## src/logic/epi_pkg.sv

```systemverilog
package epi_pkg;

	// ---------------------------------------------------------------
	// Register map and fields
	// ---------------------------------------------------------------
	localparam logic [2:0] REG_CTRL   = 3'h0;
	localparam logic [2:0] REG_EXT    = 3'h1;
	localparam logic [2:0] REG_ENABLE = 3'h2;
	localparam logic [2:0] REG_FLAGS  = 3'h3;
	localparam logic [2:0] REG_MASK_L = 3'h4;
	localparam logic [2:0] REG_MASK_U = 3'h5;
	localparam logic [7:0] RST_BYTE   = 8'h00;

	localparam int SENSE_B_LSB = 2;
	localparam int SENSE_A_LSB = 0;
	localparam int POL_C_BIT   = 0;
	localparam int IRQ_LSB     = 3;

	// Source index inside five-bit vectors, matching bits 7..3.
	localparam int IRQ_B   = 4;
	localparam int IRQ_A   = 3;
	localparam int IRQ_C   = 2;
	localparam int IRQ_PCU = 1;
	localparam int IRQ_PCL = 0;
	localparam int NUM_IRQ = 5;

	// ---------------------------------------------------------------
	// Sense field encodings
	// ---------------------------------------------------------------
	localparam logic [1:0] SENSE_LOW    = 2'h0;
	localparam logic [1:0] SENSE_CHANGE = 2'h1;
	localparam logic [1:0] SENSE_FALL   = 2'h2;
	localparam logic [1:0] SENSE_RISE   = 2'h3;

	// ---------------------------------------------------------------
	// Timing
	// ---------------------------------------------------------------
	localparam int CLK_PERIOD_NS = 20;
	localparam int WDT_PERIOD_NS = 1000;
	localparam int WDT_CYCLES    = (WDT_PERIOD_NS / CLK_PERIOD_NS < 1) ? 1 : WDT_PERIOD_NS / CLK_PERIOD_NS;

	// ---------------------------------------------------------------
	// Types
	// ---------------------------------------------------------------
	typedef struct packed {
		logic [2:0] addr;
		logic [7:0] wdata;
		logic       we;
		logic       re;
	} epi_bus_req_type;

	typedef enum logic [2:0] {
		ST_RUN   = 3'b001,
		ST_SLEEP = 3'b010,
		ST_START = 3'b100
	} epi_state_type;

endpackage

```

## src/logic/epi_ext_irq.sv

```systemverilog
`timescale 1ns/100ps
module epi_ext_irq #(
	parameter int STARTUP_CYCLES = 1000
) (
	input  wire logic                    clk,
	input  wire logic                    rst_b,
	input  wire epi_pkg::epi_bus_req_type bus_req,
	output logic [7:0]                   bus_rdata,
	input  wire logic                    ext_irq_pin_a,
	input  wire logic                    ext_irq_pin_b,
	input  wire logic                    ext_irq_pin_c_edge_only,
	input  wire logic [15:0]             pin_change_inputs,
	input  wire logic                    global_irq_en,
	input  wire logic [4:0]              irq_ack,
	input  wire logic                    sleep_enter,
	input  wire logic                    sleep_idle,
	output logic [4:0]                   irq_req,
	output logic                         core_awake
);

	localparam int SW = $clog2(STARTUP_CYCLES + 1);
	localparam int WW = $clog2(epi_pkg::WDT_CYCLES + 1);
	localparam logic [SW-1:0] START_LAST = SW'(STARTUP_CYCLES - 1);
	localparam logic [WW-1:0] WDT_LAST   = WW'(epi_pkg::WDT_CYCLES - 1);

	// ---------------------------------------------------------------
	// Helper functions
	// ---------------------------------------------------------------
	// Edge compare for a two-bit sense field; level mode gives no edge.
	// Sense code decode
	function automatic logic sense_hit(input logic [1:0] mode, input logic cur, input logic prv);
		logic hit;
		hit = 1'b0;
		unique case (mode)
			epi_pkg::SENSE_LOW:    hit = 1'b0;
			epi_pkg::SENSE_CHANGE: hit = cur ^ prv;
			epi_pkg::SENSE_FALL:   hit = prv & ~cur;
			epi_pkg::SENSE_RISE:   hit = cur & ~prv;
		endcase
		return hit;
	endfunction

	// Register byte decode for the write strobes; the read mux decodes the address in its own case.
	function automatic logic hit_reg(input logic [2:0] a, input logic [2:0] off);
		return a == off;
	endfunction

	// ---------------------------------------------------------------
	// Storage
	// ---------------------------------------------------------------
	logic [7:0]           ctrl_r;
	logic [7:0]           ext_r;
	logic [4:0]           en_r;
	logic [4:0]           flag_r;
	logic [4:0]           flag_nxt;
	logic [7:0]           mask_l_r;
	logic [7:0]           mask_u_r;
	logic [7:0]           rdata_r;
	logic [4:0]           irq_r;
	logic [4:0]           irq_nxt;
	logic                 awake_r;
	logic                 idle_r;
	logic [1:0]           low_seen_r;
	logic [SW-1:0]        start_cnt_r;
	logic [WW-1:0]        wdt_cnt_r;
	epi_pkg::epi_state_type state_r;
	epi_pkg::epi_state_type state_nxt;

	// ---------------------------------------------------------------
	// Pin sampling
	// ---------------------------------------------------------------
	logic [18:0] pin_cur;
	logic [18:0] pin_prv;

	epi_sync #(
		.W(19)
	) u_sync (
		.clk      (clk),
		.rst_b    (rst_b),
		.async_in ({pin_change_inputs, ext_irq_pin_c_edge_only, ext_irq_pin_b, ext_irq_pin_a}),
		.sync_out (pin_cur),
		.sync_prev(pin_prv)
	);

	// ---------------------------------------------------------------
	// Field and decode wires
	// ---------------------------------------------------------------
	wire [1:0]  sense_a   = ctrl_r[epi_pkg::SENSE_A_LSB +: 2];
	wire [1:0]  sense_b   = ctrl_r[epi_pkg::SENSE_B_LSB +: 2];
	wire        pol_c     = ext_r[epi_pkg::POL_C_BIT];
	wire        lvl_a     = sense_a == epi_pkg::SENSE_LOW;
	wire        lvl_b     = sense_b == epi_pkg::SENSE_LOW;
	wire        in_run    = state_r == epi_pkg::ST_RUN;
	wire        in_sleep  = state_r == epi_pkg::ST_SLEEP;
	wire        in_start  = state_r == epi_pkg::ST_START;
	wire        wr_en     = bus_req.we;
	wire [7:0]  wd        = bus_req.wdata;
	wire [4:0]  w1c       = (wr_en && hit_reg(bus_req.addr, epi_pkg::REG_FLAGS)) ?
	                        wd[epi_pkg::IRQ_LSB +: 5] : 5'h00;
	wire [15:0] pc_tgl    = pin_cur[18:3] ^ pin_prv[18:3];

	wire        io_run    = in_run | (in_sleep & idle_r);

	// ---------------------------------------------------------------
	// Event detection
	// ---------------------------------------------------------------
	// Clocked edges gated
	wire edge_a = io_run & sense_hit(sense_a, pin_cur[0], pin_prv[0]);
	wire edge_b = io_run & sense_hit(sense_b, pin_cur[1], pin_prv[1]);
	wire edge_c = pol_c ? (pin_cur[2] & ~pin_prv[2]) : (pin_prv[2] & ~pin_cur[2]);
	wire pc_u   = |(pc_tgl[15:8] & mask_u_r);
	wire pc_l   = |(pc_tgl[7:0] & mask_l_r);

	wire [4:0] set_vec = {edge_b, edge_a, edge_c, pc_u, pc_l};
	wire [4:0] lvl_mode = {lvl_b, lvl_a, 3'h0};

	// Level requests only in run state, so a level lost during start-up is dropped.
	// Level held request
	wire [4:0] lvl_now = {lvl_b & ~pin_cur[1], lvl_a & ~pin_cur[0], 3'h0} & {5{in_run}};

	// ---------------------------------------------------------------
	// Flags and requests
	// ---------------------------------------------------------------
	// Set wins, level clears
	assign flag_nxt = (set_vec | (flag_r & ~(irq_ack | w1c))) & ~lvl_mode;

	assign irq_nxt  = (flag_r | lvl_now) & en_r & {5{global_irq_en}};

	// ---------------------------------------------------------------
	// Sleep and wake sequencing
	// ---------------------------------------------------------------
	wire       wdt_tick  = wdt_cnt_r == WDT_LAST;
	wire [1:0] low_now   = {lvl_b & en_r[epi_pkg::IRQ_B] & ~pin_cur[1], lvl_a & en_r[epi_pkg::IRQ_A] & ~pin_cur[0]};
	wire       lvl_wake  = wdt_tick & |(low_seen_r & low_now);
	wire       wake_evt  = |(set_vec & en_r) | lvl_wake;

	// Next state of the power sequencer.
	always_comb begin
		state_nxt = state_r;
		unique case (state_r)
			epi_pkg::ST_RUN:   if (sleep_enter) state_nxt = epi_pkg::ST_SLEEP;
			epi_pkg::ST_SLEEP: if (wake_evt) state_nxt = epi_pkg::ST_START;
			epi_pkg::ST_START: if (start_cnt_r == START_LAST) state_nxt = epi_pkg::ST_RUN;
			default:           state_nxt = epi_pkg::ST_RUN;
		endcase
	end

	// State, sleep kind and the start-up counter.
	always_ff @(posedge clk or negedge rst_b) begin
		if (!rst_b) begin
			state_r     <= epi_pkg::ST_RUN;
			idle_r      <= 1'b0;
			start_cnt_r <= '0;
		end else begin
			state_r     <= state_nxt;
			idle_r      <= (in_run && sleep_enter) ? sleep_idle : idle_r;
			start_cnt_r <= in_start ? start_cnt_r + 1'b1 : '0;
		end
	end

	// Watchdog tick divider and low-level history; the divider runs free.
	always_ff @(posedge clk or negedge rst_b) begin
		if (!rst_b) begin
			wdt_cnt_r  <= '0;
			low_seen_r <= 2'h0;
		end else begin
			wdt_cnt_r  <= wdt_tick ? '0 : wdt_cnt_r + 1'b1;
			low_seen_r <= wdt_tick ? (low_now & {2{in_sleep}}) : low_seen_r;
		end
	end

	// ---------------------------------------------------------------
	// Register writes
	// ---------------------------------------------------------------
	wire wr_ctrl = wr_en && hit_reg(bus_req.addr, epi_pkg::REG_CTRL);
	wire wr_ext  = wr_en && hit_reg(bus_req.addr, epi_pkg::REG_EXT);
	wire wr_en_r = wr_en && hit_reg(bus_req.addr, epi_pkg::REG_ENABLE);
	wire wr_ml   = wr_en && hit_reg(bus_req.addr, epi_pkg::REG_MASK_L);
	wire wr_mu   = wr_en && hit_reg(bus_req.addr, epi_pkg::REG_MASK_U);

	// Software-written configuration.
	always_ff @(posedge clk or negedge rst_b) begin
		if (!rst_b) begin
			ctrl_r   <= epi_pkg::RST_BYTE;
			ext_r    <= epi_pkg::RST_BYTE;
			en_r     <= 5'h00;
			mask_l_r <= epi_pkg::RST_BYTE;
			mask_u_r <= epi_pkg::RST_BYTE;
		end else begin
			ctrl_r   <= wr_ctrl ? wd : ctrl_r;
			ext_r    <= wr_ext ? wd : ext_r;
			en_r     <= wr_en_r ? wd[epi_pkg::IRQ_LSB +: 5] : en_r;
			mask_l_r <= wr_ml ? wd : mask_l_r;
			mask_u_r <= wr_mu ? wd : mask_u_r;
		end
	end

	// ---------------------------------------------------------------
	// Read path
	// ---------------------------------------------------------------
	logic [7:0] rd_mux;

	// Unmapped offsets read as zero, as do bits 2..0 of the enable and flag registers.
	always_comb begin
		rd_mux = 8'h00;
		unique case (bus_req.addr)
			epi_pkg::REG_CTRL:   rd_mux = ctrl_r;
			epi_pkg::REG_EXT:    rd_mux = ext_r;
			epi_pkg::REG_ENABLE: rd_mux = {en_r, 3'h0};
			epi_pkg::REG_FLAGS:  rd_mux = {flag_r, 3'h0};
			epi_pkg::REG_MASK_L: rd_mux = mask_l_r;
			epi_pkg::REG_MASK_U: rd_mux = mask_u_r;
			default:             rd_mux = 8'h00;
		endcase
	end

	// Flags, requests, read data and wake status; all outputs are these flops.
	always_ff @(posedge clk or negedge rst_b) begin
		if (!rst_b) begin
			flag_r  <= 5'h00;
			irq_r   <= 5'h00;
			rdata_r <= 8'h00;
			awake_r <= 1'b1;
		end else begin
			flag_r  <= flag_nxt;
			irq_r   <= irq_nxt;
			rdata_r <= bus_req.re ? rd_mux : 8'h00;
			awake_r <= state_nxt == epi_pkg::ST_RUN;
		end
	end

	assign bus_rdata  = rdata_r;
	assign irq_req    = irq_r;
	assign core_awake = awake_r;
endmodule

```

## src/logic/epi_sync.sv

```systemverilog
`timescale 1ns/100ps
module epi_sync #(
	parameter int W = 19
) (
	input  wire logic         clk,
	input  wire logic         rst_b,
	input  wire logic [W-1:0] async_in,
	output logic      [W-1:0] sync_out,
	output logic      [W-1:0] sync_prev
);

	// ---------------------------------------------------------------
	// Two-stage synchroniser plus one history stage
	// ---------------------------------------------------------------
	logic [W-1:0] meta_r;
	logic [W-1:0] stab_r;
	logic [W-1:0] prev_r;

	// Only stab_r reads meta_r, so a metastable first stage never reaches logic.
	always_ff @(posedge clk or negedge rst_b) begin
		if (!rst_b) begin
			meta_r <= '1;
			stab_r <= '1;
			prev_r <= '1;
		end else begin
			meta_r <= async_in;
			stab_r <= meta_r;
			prev_r <= stab_r;
		end
	end

	assign sync_out  = stab_r;
	assign sync_prev = prev_r;

endmodule

```

## config.mk

```make
export PLATFORM = sky130hd
export DESIGN_NAME = epi_ext_irq
export DESIGN_NICKNAME = d
export VERILOG_FILES = /design/src/logic/epi_pkg.sv /design/src/logic/epi_ext_irq.sv /design/src/logic/epi_sync.sv
export SDC_FILE = /design/constraint.sdc
export NUM_CORES = 1
export LEC_CHECK = 0
export BUFFER_PORTS_ARGS = -buffer_cell sky130_fd_sc_hd__buf_2
export CORE_MARGIN = 10
export CORE_UTILIZATION = 40
export CTS_BUF_LIST = sky130_fd_sc_hd__clkbuf_2
export DETAILED_ROUTE_END_ITERATION = 10
export GPL_ROUTABILITY_DRIVEN = 1
export PLACE_DENSITY = 0.6
export REMOVE_ABC_BUFFERS = 1
export SYNTH_ARGS = -nofsm -noshare
export SYNTH_HDL_FRONTEND = slang
export SYNTH_SLANG_ARGS = --single-unit
```

## constraint.sdc

```tcl
create_clock -name clk -period 2.2 [get_ports clk]
set_clock_uncertainty 0.15 [all_clocks]
set_input_delay 0 -clock clk [delete_from_list [all_inputs] [get_ports clk]]
set_output_delay 0 -clock clk [all_outputs]
set_load 0.02 [all_outputs]
```

After elaboration in Yosys (flattened, before gate mapping). Cells that the tools add are included.

Flip-flop bits (word level): 135. Logic and storage cells: 104.

Add/subtract/negate cells: 2. Equal/unequal tests: 17. Mux-type cells: 12. Bitwise logic cells: 42. Reduce and logical (&&, ||, !) cells: 14.

Operator list (count): case mux 8 bit (6 select lines) (1); bitwise AND 5 bit (6); bitwise AND 1 bit (16); bitwise AND 8 bit (2); OR reduction 8 bit (2); XOR 16 bit (1); OR 5 bit (3); adder 10 x 1 -> 10 bit (second input constant) (1); equality test 10 bit (second input constant) (1); two-way mux 10 bit (1); inverter 5 bit (2); equality test 3 x 1 -> 1 bit (second input constant) (3); equality test 3 x 2 -> 1 bit (second input constant) (3); equality test 3 bit (second input constant) (3); two-way mux 3 bit (3); case mux 3 bit (3 select lines) (1); equality test 2 bit (second input constant) (4); two-way mux 8 bit (1); case mux 1 bit (4 select lines) (2); logical AND 1 bit (7); adder 6 x 1 -> 6 bit (second input constant) (1); equality test 6 bit (second input constant) (1); two-way mux 6 bit (1); inverter 1 bit (6); 10 further kinds (15).

Depth between registers and ports, before layout. Gate-level depths: netlist of run 1.

Word-level depth: 10. Gate-level depth with buffers: 7. Gate-level depth less buffers: 7.

Hierarchy. A second synthesis of run 1 with hierarchy kept.

Cells, all modules: 375. Area total of the unflattened synthesis: 5363.9 sq um.

By module, submodules not included: epi_ext_irq (instances 1, cells each 318, area an instance 3866.2 sq um, seq. area each 1954.4 sq um); epi_sync (instances 1, cells each 57, area an instance 1497.7 sq um, seq. area each 1497.7 sq um).

Least setup slack after synthesis of run 1. Ideal clock, no wire load.

Path kind: flip-flop to flip-flop. Start point: reg u_sync.stab_r[1], in the netlist u_sync.sync_out[1]. End point: reg state_r[1]. Arrival time: 1603 ps. Slack: 380 ps. Cell stages (with the launch flop): 8. Cells stage by stage: dfstp_2 > inv_1 > ha_1 > nor2_1 > o21ai_0 > a21oi_2 > a221oi_2 > a32o_2.

Cells in the longest elaborated chain, start to end: 9. Elaborated cells on any way between the ends: 15.

Ends and longest elaborated chain: start, declared (line epi_sync.sv:16) `logic [W-1:0] stab_r;`; start signal, assigned (line epi_sync.sv:27) `stab_r <= meta_r;`; inverter 1 bit (line epi_ext_irq.sv:37, epi_ext_irq.sv:133); bitwise AND 1 bit (line epi_ext_irq.sv:37) `epi_pkg::SENSE_FALL: hit = prv & ~cur;`; case mux 1 bit (4 select lines) (line epi_ext_irq.sv:34) `unique case (mode)`; bitwise AND 1 bit (line epi_ext_irq.sv:109) `wire edge_b = io_run & sense_hit(sense_b, pin_cur[1], pin_prv[1]);`; bitwise AND 5 bit (line epi_ext_irq.sv:135) `wire wake_evt = |(set_vec & en_r) | lvl_wake;`; OR reduction 5 bit (line epi_ext_irq.sv:135); OR 1 bit * (line epi_ext_irq.sv:135); two-way mux 3 bit * (line epi_ext_irq.sv:142) `epi_pkg::ST_SLEEP: if (wake_evt) state_nxt = epi_pkg::ST_START;`; case mux 3 bit (3 select lines) * (line epi_ext_irq.sv:140) `unique case (state_r)`; named net state_nxt[1] (line epi_ext_irq.sv:67) `epi_pkg::epi_state_type state_nxt;`; end signal, assigned (line epi_ext_irq.sv:151) `state_r <= epi_pkg::ST_RUN;`; end signal, assigned (line epi_ext_irq.sv:155) `state_r <= state_nxt;`; end, declared (line epi_ext_irq.sv:66) `epi_pkg::epi_state_type state_r;`.

The timed path passes the listed nets; every way through them passes the cells marked *. A chain may end at the register's enable or synchronous reset.

Final worst setup path of run 1.
Start point: in bus_req[0] in the netlist's numbering. End point: reg rdata_r[5], in the netlist bus_rdata[5].

Cells in the longest elaborated chain, start to end: 1.

Ends and longest elaborated chain: start, declared (line epi_ext_irq.sv:7) `input wire epi_pkg::epi_bus_req_type bus_req,`; two-way mux 8 bit (line epi_ext_irq.sv:227) `rdata_r <= bus_req.re ? rd_mux : 8'h00;`; end signal, assigned (line epi_ext_irq.sv:227); end, declared (line epi_ext_irq.sv:58) `logic [7:0] rdata_r;`.

Every way passes these cells.

==> results of run 1 <==
cell type report:
cell class	instances	area, um^2	area share [%]
Timing Repair Buffer	152	1250	17.8
Inverter	15	56.3	0.801
Clock inverter	14	126	1.80
Tap cell	176	220	3.13
Clock buffer	17	85.1	1.21
Multi-Input combinational cell	220	1840	26.2
Sequential cell	135	3450	49.1
power by group:
| group | internal [mW] | leakage [nW] | total (mW) | switching [mW] |
|---|---|---|---|---|
| sequential | 2.83 | 1.57 | 3.06 | 0.230 |
| clock | 0.417 | 0.139 | 1.37 | 0.951 |
| combinational | 0.580 | 1.37 | 1.03 | 0.450 |
critical path, delay by kind of cell:
family | cells | cell delay [ns]
buffers and inverters | 5 | 2.39
AOI/OAI and AO/OA | 1 | 0.19
and+or+nand+nor | 1 | 0.06
registers in the layout, indices dropped and copies added, names as in the netlist, 2 cells and up:
| signal | cells |
|---|---|
| mask_u_r | 8 |
| bus_rdata | 8 |
| ext_r | 8 |
| flag_r | 5 |
| state_r | 3 |
| low_seen_r | 2 |
| wdt_cnt_r | 6 |
| irq_req | 5 |
| mask_l_r | 8 |
| u_sync.meta_r | 19 |
| en_r | 5 |
| u_sync.sync_out | 19 |
| start_cnt_r | 10 |
| u_sync.sync_prev | 19 |
| ctrl_r | 8 |
synthesized netlist by cell type (all sizes together), types with 5 or more instances:
cell type  instances
dfrtp             76
dfstp             59
mux2              38
nor2              28
xor2              22
inv               15
nand2             14
nand2b            10
a22oi              9
a21oi              8
ha                 7
mux2i              7
mux4               7
nand3              7
nand4              6
and2               5
o21ai              5
through the flow:
step	cell area, um^2	std cells	util [%]	setup WS, ns
floorplan	5330	370	-	0.380
global placement	5890	608	44.7	0.301
detailed placement	5890	608	44.7	0.285
CTS	7000	728	53.1	0.0162
global route	7030	729	53.3	0.0276
finish	7030	729	53.3	0.0541
cells by family after synthesis:
group	count (synthesis)	share of synthesized area (%)
buf+inv	20	1.70
xor+xnor	26	4.25
mux	52	12.2
fa+ha+maj	7	1.63
flops	135	64.4
compound gates	42	5.60
simple gates	93	10.2
per-layer routing:
metal	wire length, um	global-route usage [%]	up-vias	part of all wire [%]
met2	5570	21.1	64	50
met1	4890	16.0	1763	44
met3	533	4.75	14	4.8
met4	155	4.55	0	1.4
li1	-	-	1663	-
met5	0	0	-	0
worst max path at each step:
stage               cells past startpoint            to                 start  slack (ns)
floorplan                               7    state_r[1]    u_sync.sync_out[1]        0.38
global placement                        7    state_r[1]    u_sync.sync_out[1]        0.30
detailed placement                      7    state_r[1]    u_sync.sync_out[1]        0.28
CTS                                     5     flag_r[1]  u_sync.sync_prev[13]        0.02
global route                            5     flag_r[0]    u_sync.sync_out[5]        0.03
finish                                  7  bus_rdata[5]            bus_req[0]        0.05
what timing repair did:
item                       4_1_cts  5_1_grt
hold buffers                    89        1
hold endpoints to repair       213        1
gates resized for setup          0        4
buffers inserted                 0        1
setup endpoints to repair        0        2
==> summary.md, run 1 <==
| Metric | Value |
|---|---|
| Die height | around 140 um |
| First-pass GRT wire length | approximately 19 mm |
| Initial core utilization | between 40 and 50% |
| Final Cycle Share | ~98% |
| Worst min-delay path class | reg2reg |
| Htree depth | 4 |
| RSZ-0062 raised after global routing | no |
| DRC | 0 |
| Critical path class | in2reg |
| CTS Buf Count | 17 |
| HP Start | u_sync.meta_r[17] |
| Routed Antenna Nets | 0 |
| Final Hold Viols | 0 |
| Yosys top cell by area | dfrtp_1 |
| Grt ovf | 0 |
| IO Port Bufs | 55 |
| Req. time, crit path | between 2 and 3 ns |
| Synth cell types | 51 |
| Slew @ Worst Pin | between 0.7 and 0.8 ns |
| Async set or reset register ratio after synthesis | 100% |
| Drt first pass iters | 5 |
| # diodes | 0 |
| Avg Cell Area, Syn | around 14 um^2 |
| Max-cap violations | 0 |
| Commonest non-fill, non-tap cells in the layout | dlygate4sd3_1, dfrtp_1, dfstp_2, buf_2, mux2_2 |
| Final hold slack | between 0.2 and 0.25 ns |
| PnR Total Power | approximately 5.5 mW |
| P per Cell Area | just under 800 mW/mm^2 |
| Crit Reg-Reg Startpoint | u_sync.sync_out[5] |
| CTS clk-pin slew, worst paths | approximately 0.20 ns |
| Prevailing post-synth register cell | dfrtp_1 |
| Die ar. | roughly 0.018 mm^2 |
| Mapped Area | approximately 0.0054 mm^2 |
| Synth warn | 0 |
| R2R setup slack | roughly 0.13 ns |
| Via density | about 4.8 |
| Hold Crit Depth | 0 |
| Setup violators final | 0 |
| VDD IR max | 0.461 mV |
| CP max stage delay | between 0.6 and 0.7 ns |
| Worst skew pair latency | between 0.6 and 0.7 ns |
| Static leakage | a little over 3 nW |
| GRT Util Overall | between 10% and 20% |
| Yosys reg bits | approximately 140 |
| Reg2reg path depth | 5 |
| Top cell type's share of synthesized area | between 30% and 40% |
| CP Capture Type | flop |
| Initial antenna violation count | 0 |
| Slowest CP cell | dlygate4sd3_1 |
| Core area | ~0.013 mm^2 |
| Ranking of synthesized cells by area | dfrtp_1, dfstp_2, mux2_2 |
| Synth-to-Final Area Change | 31.1% |
| Leading cell type in the layout, fill and taps excluded | dlygate4sd3_1 |
| Outcome | complete, no violations |
| Final RePlAce weighted congestion | 0.819 |
| Vias in the first global route | around 3700 |
| CTS tree | done |
| Final max-slew violation count | 0 |
| Slew margin rel. | 52.0% |
| Fillcell total | between 1000 and 1500 |
| Cells after Synth | about 380 |
| Die Wd | 136 um |
| Final wirelength | ~11 mm |
| Number of flops mapped to enable cells by yosys | 0 |
| FMAX | ~0.47 GHz |
| Drt first-iter violations | 210 |
| Num rows | between 40 and 50 |
| Final worst path period need | 2.15 ns |
| I/O Pins | 56 |
| Dpl hpwl | 7.51 mm |
| Worst-path maximum fanout | 5 |
| TNS Setup | 0 ns |
| Share of post-route cells with drive strength above 1 | slightly below 40% |
| CP Launch Type | primary input |
| Pin count of the biggest net entering global routing | between 40 and 50 |
| Hold Path Sink | u_sync.sync_out[17] |
| CTS Sinks | 135 |
| Reg-to-Reg End | flag_r[0] |
| CTS Buffer Depth | 2 |
| Routed length per instance | 15.3 um |
| CP Cell Sequence | dlygate4sd3_1 > buf_2 > dlygate4sd3_1 > nand2_1 > dlygate4sd3_1 > a211oi_1 > dlygate4sd3_1 |
| Vias | between 3000 and 4000 |
| Post-synthesis sequential area ratio | around 64% |
| WP data arrival | around 2.6 ns |
| CTS root buffer | clkbuf_2 |
| Cell mode on critical path | dlygate4sd3_1 |
| Nets | just under 600 |
(Power assumes the default switching activity.)
==> run 2: changes to the inputs <==
--- a/config.mk
+++ b/config.mk
@@ -7,11 +7,11 @@
 export LEC_CHECK = 0
 export BUFFER_PORTS_ARGS = -buffer_cell sky130_fd_sc_hd__buf_2
 export CORE_MARGIN = 10
-export CORE_UTILIZATION = 40
+export CORE_UTILIZATION = 60
 export CTS_BUF_LIST = sky130_fd_sc_hd__clkbuf_2
 export DETAILED_ROUTE_END_ITERATION = 10
 export GPL_ROUTABILITY_DRIVEN = 1
-export PLACE_DENSITY = 0.6
+export PLACE_DENSITY = 0.83
 export REMOVE_ABC_BUFFERS = 1
 export SYNTH_ARGS = -nofsm -noshare
 export SYNTH_HDL_FRONTEND = slang
==> run 2 against run 1 <==
The run now ends with negative hold slack left. Final area fell by 3.2%. Critical path depth fell by 1. Combinational power fell by 4%. Largest cell class unchanged. Non-clock buffer count fell by 17. Critical endpoint is now ext_r[1]. Register-to-register slack improved by 0.10 ns. Die area fell by 29%. First-iteration DRC count fell by 20%. Largest power group unchanged. Routed wire length rose by 3.3%.
==> summary.md, run 2 (synthesis results as in run 1) <==
| Metric | Value |
|---|---|
| Final Hold Viols | 3 (+3) |
| Via density | 5.46 (+14%) |
| HP Start | bus_req[0] |
| Vias | 3521 (+0.49%) |
| P per Cell Area | 828 mW/mm^2 (+6.7%) |
| Critical path class | in2reg |
| Fillcell total | 509 (-56%) |
| Routed Antenna Nets | 0 (unchanged) |
| Hold Crit Depth | 3 (+3) |
| Worst min-delay path class | in2reg |
| DRC | 0 (unchanged) |
| IO Port Bufs | 55 (unchanged) |
| Commonest non-fill, non-tap cells in the layout | dfrtp_1, dlygate4sd3_1, dfstp_2, buf_2, mux2_2 |
| Slew @ Worst Pin | 0.744 ns (+0.0257 ns) |
| Initial antenna violation count | 0 (unchanged) |
| Vias in the first global route | 3848 (+2.8%) |
| Crit Reg-Reg Startpoint | u_sync.sync_out[1] |
| Grt ovf | 0 (unchanged) |
| TNS Setup | 0 ns (unchanged) |
| Final hold slack | -0.0215 ns (-0.235 ns) |
| Static leakage | 3.02 nW (-2.0%) |
| GRT Util Overall | 18.9% (+5.7 points) |
| FMAX | 0.457 GHz (-2.0%) |
| Final RePlAce weighted congestion | 0.866 (+5.7%) |
| # diodes | 0 (unchanged) |
| Dpl hpwl | 7.39 mm (-1.6%) |
| Drt first-iter violations | 169 (-20%) |
| Final Cycle Share | 99.5% (+2.0 points) |
| Final wirelength | 11.5 mm (+3.3%) |
| Final max-slew violation count | 0 (unchanged) |
| I/O Pins | 56 (unchanged) |
| Synth-to-Final Area Change | 26.9% |
| Share of post-route cells with drive strength above 1 | 38.5% (-0.51 points) |
| CTS Buf Count | 17 (unchanged) |
| Worst Setup SP | bus_req[3] |
| Pin count of the biggest net entering global routing | 66 (+47%) |
| Die Wd | 115 um (-16%) |
| Combined area of the multi-input logic cells | 0.00182 mm^2 (-1.1%) |
| Die height | 115 um (-16%) |
| CTS clk-pin slew, worst paths | 0.19 ns (about the same) |
| First-pass GRT wire length | 19.3 mm (+1.9%) |
| Htree depth | 4 (unchanged) |
| Num rows | 34 (-19%) |
| Reg2reg path depth | 7 (+2) |
| Die ar. | 0.0131 mm^2 (-29%) |
| CTS Sinks | 135 (unchanged) |
| Placed Area | 0.00578 mm^2 (-1.8%) |
| Nets | 573 (-2.9%) |
| WP data arrival | 2.64 ns (about the same) |
| VDD IR max | 0.587 mV (+27%) |
| Outcome | complete, but fails checks |
| CTS Buffer Depth | 2 (unchanged) |
| Final worst path period need | 2.19 ns (+0.0435 ns) |
| Reg area | 0.00345 mm^2 (unchanged) |
| Design area | 0.00681 mm^2 (-3.2%) |
| Req. time, crit path | 2.65 ns (-0.04 ns) |
| CP Capture Type | flop |
| Slew margin rel. | 50.2% (-1.8 points) |
| Worst skew pair latency | 0.70 ns (about the same) |
| Drt first pass iters | 4 (-1) |
| Failing checks | negative hold slack |
| Max-cap violations | 0 (unchanged) |
| CTS root buffer | clkbuf_2 |
| Worst-path maximum fanout | 3 (-2) |
| Routed length per instance | 17.9 um (+17%) |
| CTS tree | done |
| CP Launch Type | primary input |
| Setup Fix Bufs, Post-CTS | 0 (unchanged) |
| RSZ-0062 raised after global routing | no |
| Core area | 0.00872 mm^2 (-34%) |
| Initial core utilization | 61.5% (+21 points) |
| Setup violators final | 0 (unchanged) |
-- run 2: cell types whose count changed in the layout (fill, tap and decap cells not counted), sizes merged --
cell,delta
clkbuf,+1
inv,+1
clkinv,-3
bufinv,+2
dlygate4sd3,-12
buf,-5
-- run 2: critical path, cell delays in order --
cell           delay, ns
dlygate4sd3_1       0.53
dlygate4sd3_1       0.56
buf_2               0.13
dlygate4sd3_1       0.58
mux2_1              0.29
dlygate4sd3_1       0.55
-- run 2: final timing paths --
check                                           to  slack (ns)
worst max-delay path                      ext_r[1]        0.01
worst min-delay path                  bus_rdata[7]       -0.02
worst max register to register          state_r[2]        0.23
worst min register to register  u_sync.sync_out[8]        0.20
max in group asynchronous             bus_rdata[7]        0.30
min in group asynchronous        u_sync.meta_r[18]        0.41
-- run 2: power by group --
group / switching, mW / internal (mW) / leakage [nW]
logic: 0.461 / 0.523 / 1.29
clock network: 0.937 / 0.656 / 0.163
registers: 0.230 / 2.83 / 1.57
-- run 2: metrics by stage --
stage | worst slack, ns | instances | utilization (%) | power (mW)
2_1_floorplan | 0.380 | 370 | - | 3.61
3_3_place_gp | 0.314 | 537 | 66.3 | 3.90
3_5_place_dp | 0.275 | 537 | 66.3 | 3.96
4_1_cts | 0.0669 | 645 | 78.0 | 5.63
5_1_grt | 0.0311 | 645 | 78.0 | 5.92
6_report | 0.0106 | 645 | 78.0 | 5.64
-- run 2: timing repair --
action	4_1_cts	5_1_grt
resized for setup	0	0
hold endpoints to repair	213	1
setup endpoints to repair	0	1
hold buffers	76	1
-- run 2: layout make-up --
type                    instances  area share [%]
flip-flops and latches        135            50.7
repair buffers                135            15.9
multi-input cells             220            26.7
well taps                     108            1.99
clock buffers                  18            1.32
inverters                      15           0.827
clock inverters                14            2.52
-- run 2: per-layer routing --
metal / up-vias / GRT usage, % / part of all wire [%]
met5: - / 0 / 0
met4: 0 / 8.27 / 2.3
met3: 22 / 5.35 / 5.5
met1: 1770 / 22.6 / 41
li1: 1630 / - / -
met2: 99 / 31.1 / 51
==> run 3: changes to the inputs <==
--- a/config.mk
+++ b/config.mk
@@ -6,8 +6,10 @@
 export NUM_CORES = 1
 export LEC_CHECK = 0
 export BUFFER_PORTS_ARGS = -buffer_cell sky130_fd_sc_hd__buf_2
+export CELL_PAD_IN_SITES_DETAIL_PLACEMENT = 1
+export CELL_PAD_IN_SITES_GLOBAL_PLACEMENT = 2
 export CORE_MARGIN = 10
-export CORE_UTILIZATION = 60
+export CORE_UTILIZATION = 43
 export CTS_BUF_LIST = sky130_fd_sc_hd__clkbuf_2
 export DETAILED_ROUTE_END_ITERATION = 10
 export GPL_ROUTABILITY_DRIVEN = 1
==> run 3 against run 2 <==
The run now ends clean. Die area grew 32%. Final cell count grew 12%. Routed wire length grew 18%. Register-to-register slack lost 0.21 ns. Hold slack gained 0.090 ns. Critical path depth shrank 1. Sequential share of layout area shrank 1.6 points. Sequential power is essentially flat. Flip-flop and latch count is the same. Total power shrank 0.28%. Critical path type is now reg2reg. Critical endpoint is now flag_r[0]. Highest routed layer unchanged.
==> summary.md, run 3 (synthesis results as in run 1) <==
| Metric | Value |
|---|---|
| CTS root buffer | clkbuf_2 |
| CP max stage delay | 0.60 ns (+0.02 ns) |
| Slew @ Worst Pin | 0.673 ns (-0.0711 ns) |
| Worst min-delay path class | in2reg |
| Drt first pass iters | 4 (unchanged) |
| WP data arrival | 2.66 ns (+0.02 ns) |
| Dpl hpwl | 8.44 mm (+14%) |
| CP Capture Type | flop |
| Nets | 589 (+2.8%) |
| Share of post-route cells with drive strength above 1 | 38.9% (+0.33 points) |
| Routed Antenna Nets | 0 (unchanged) |
| Die height | 132 um (+15%) |
| Pin count of the biggest net entering global routing | 37 (-44%) |
| Fillcell total | 1247 (+140%) |
| Final worst path period need | 2.18 ns (-0.0141 ns) |
| Slack of the critical path | 0.0247 ns (+0.0141 ns) |
| Commonest non-fill, non-tap cells in the layout | dlygate4sd3_1, dfrtp_1, dfstp_2, buf_2, mux2_2 |
| Die ar. | 0.0173 mm^2 (+32%) |
| Final Non-Filler Cells | 722 (+12%) |
| CTS Buf Count | 17 (unchanged) |
| Num rows | 40 (+18%) |
| Drt first-iter violations | 195 (+15%) |
| P per Cell Area | 800 mW/mm^2 (-3.4%) |
| IO Port Bufs | 55 (unchanged) |
| Final max-slew violation count | 0 (unchanged) |
| Setup violators final | 0 (unchanged) |
| PnR Total Power | 5.62 mW (-0.28%) |
| First-pass GRT wire length | 22.0 mm (+14%) |
| Die Wd | 132 um (+15%) |
| Final wirelength | 13.6 mm (+18%) |
| FMAX | 0.460 GHz (+0.65%) |
| Leading cell type in the layout, fill and taps excluded | dlygate4sd3_1 |
| Synth-to-Final Area Change | 31.0% |
| Cell total after placement | 601 (+12%) |
| I/O Pins | 56 (unchanged) |
| Vias | 3623 (+2.9%) |
| CTS clk-pin slew, worst paths | 0.22 ns (+0.03 ns) |
| Htree depth | 4 (unchanged) |
| Via density | 5.02 (-8.1%) |
| Worst-path maximum fanout | 2 (-1) |
| Routed length per instance | 18.8 um (+5.5%) |
| Buffers & Inverters on Critical Path | 1 (-4) |
| Slew margin rel. | 55.0% (+4.8 points) |
| CTS tree | done |
| Pre-CTS WS | 0.275 ns (-0.000283 ns) |
| Core area | 0.0121 mm^2 (+39%) |
| GRT Util Overall | 16.2% (-2.7 points) |
| Final RePlAce weighted congestion | 0.784 (-9.4%) |
| Outcome | complete, no violations |
| Final Cycle Share | 98.9% (-0.64 points) |
| Final Hold Viols | 0 (-3) |
| Vias in the first global route | 4022 (+4.5%) |
| Req. time, crit path | 2.69 ns (+0.04 ns) |
| Final hold slack | 0.0680 ns (+0.0895 ns) |
| Initial antenna violation count | 1 (+1) |
| Max-cap violations | 0 (unchanged) |
| Slowest CP cell | dfstp_2 |
| Grt ovf | 0 (unchanged) |
| Worst skew pair latency | 0.72 ns (+0.02 ns) |
| CTS Buffer Depth | 2 (unchanged) |
| VDD IR max | 0.404 mV (-31%) |
| CP Launch Type | flop |
| Initial core utilization | 44.3% (-17 points) |
| Static leakage | 3.08 nW (+1.8%) |
| DRC | 0 (unchanged) |
| Fin util | 58.0% (-20 points) |
| Critical path class | reg2reg |
| CTS Sinks | 135 (unchanged) |
| CP Cell Sequence | xor2_1 > a22oi_1 > nand4_1 > a31o_2 > dlygate4sd3_1 |
| CP top delay family | flip-flops |
[run 3: final cells by class]
| type | instances | area (um^2) | area share, % |
|---|---|---|---|
| clock inverter | 13 | 133 | 1.89 |
| tap | 168 | 210 | 2.99 |
| multi-input combinational | 220 | 1830 | 26.0 |
| clock buffer | 19 | 95.1 | 1.35 |
| timing repair buffer | 151 | 1250 | 17.8 |
| inverter | 15 | 56.3 | 0.801 |
| sequential | 135 | 3450 | 49.1 |
| antenna | 1 | 2.50 | 0.0356 |
[run 3: power by group]
part	switching (mW)	leakage (nW)	total, mW	internal, mW
clock network	0.945	0.139	1.47	0.524
registers	0.238	1.57	3.07	2.83
logic	0.501	1.37	1.08	0.583
total	1.68	3.08	5.62	3.93
[run 3: worst paths after layout]
| kind | from | endpoint | slack [ns] | cells after the start |
|---|---|---|---|---|
| max | u_sync.sync_out[9] | flag_r[0] | 0.02 | 5 |
| min | bus_req[0] | bus_rdata[1] | 0.07 | 4 |
| max reg2reg | u_sync.sync_out[9] | flag_r[0] | 0.02 | 5 |
| min reg2reg | u_sync.meta_r[11] | u_sync.sync_out[11] | 0.22 | 0 |
| max in group asynchronous | rst_b | u_sync.sync_out[18] | 1.29 | 4 |
| min in group asynchronous | rst_b | en_r[0] | 0.27 | 4 |
[run 3: repair_timing]
action	CTS	global route
resized for setup	0	2
hold buffers	86	0
setup buffers	0	2
hold endpoints to repair	213	0
setup endpoints to repair	0	2
[run 3: layer usage]
metal / up-vias / wire length (um) / GRT usage (%)
met3: 24 / 830 / 4.61
met5: - / 0 / 0
li1: 1652 / - / -
met1: 1843 / 5810 / 19.9
met4: 0 / 327 / 7.48
met2: 104 / 6640 / 25.8
[run 3: tightest hold or removal path: stages]
cell and delay [ns]:
dlygate4sd3_1 0.53, buf_2 0.14, nand2b_1 0.17, nor2b_1 0.08
[run 3: stage by stage]
step | area (um^2) | TNS (ns)
6_report | 7030 | 0
5_1_grt | 7030 | -0.0420
4_1_cts | 7000 | 0
3_5_place_dp | 5900 | 0
3_3_place_gp | 5900 | 0
2_1_floorplan | 5330 | 0
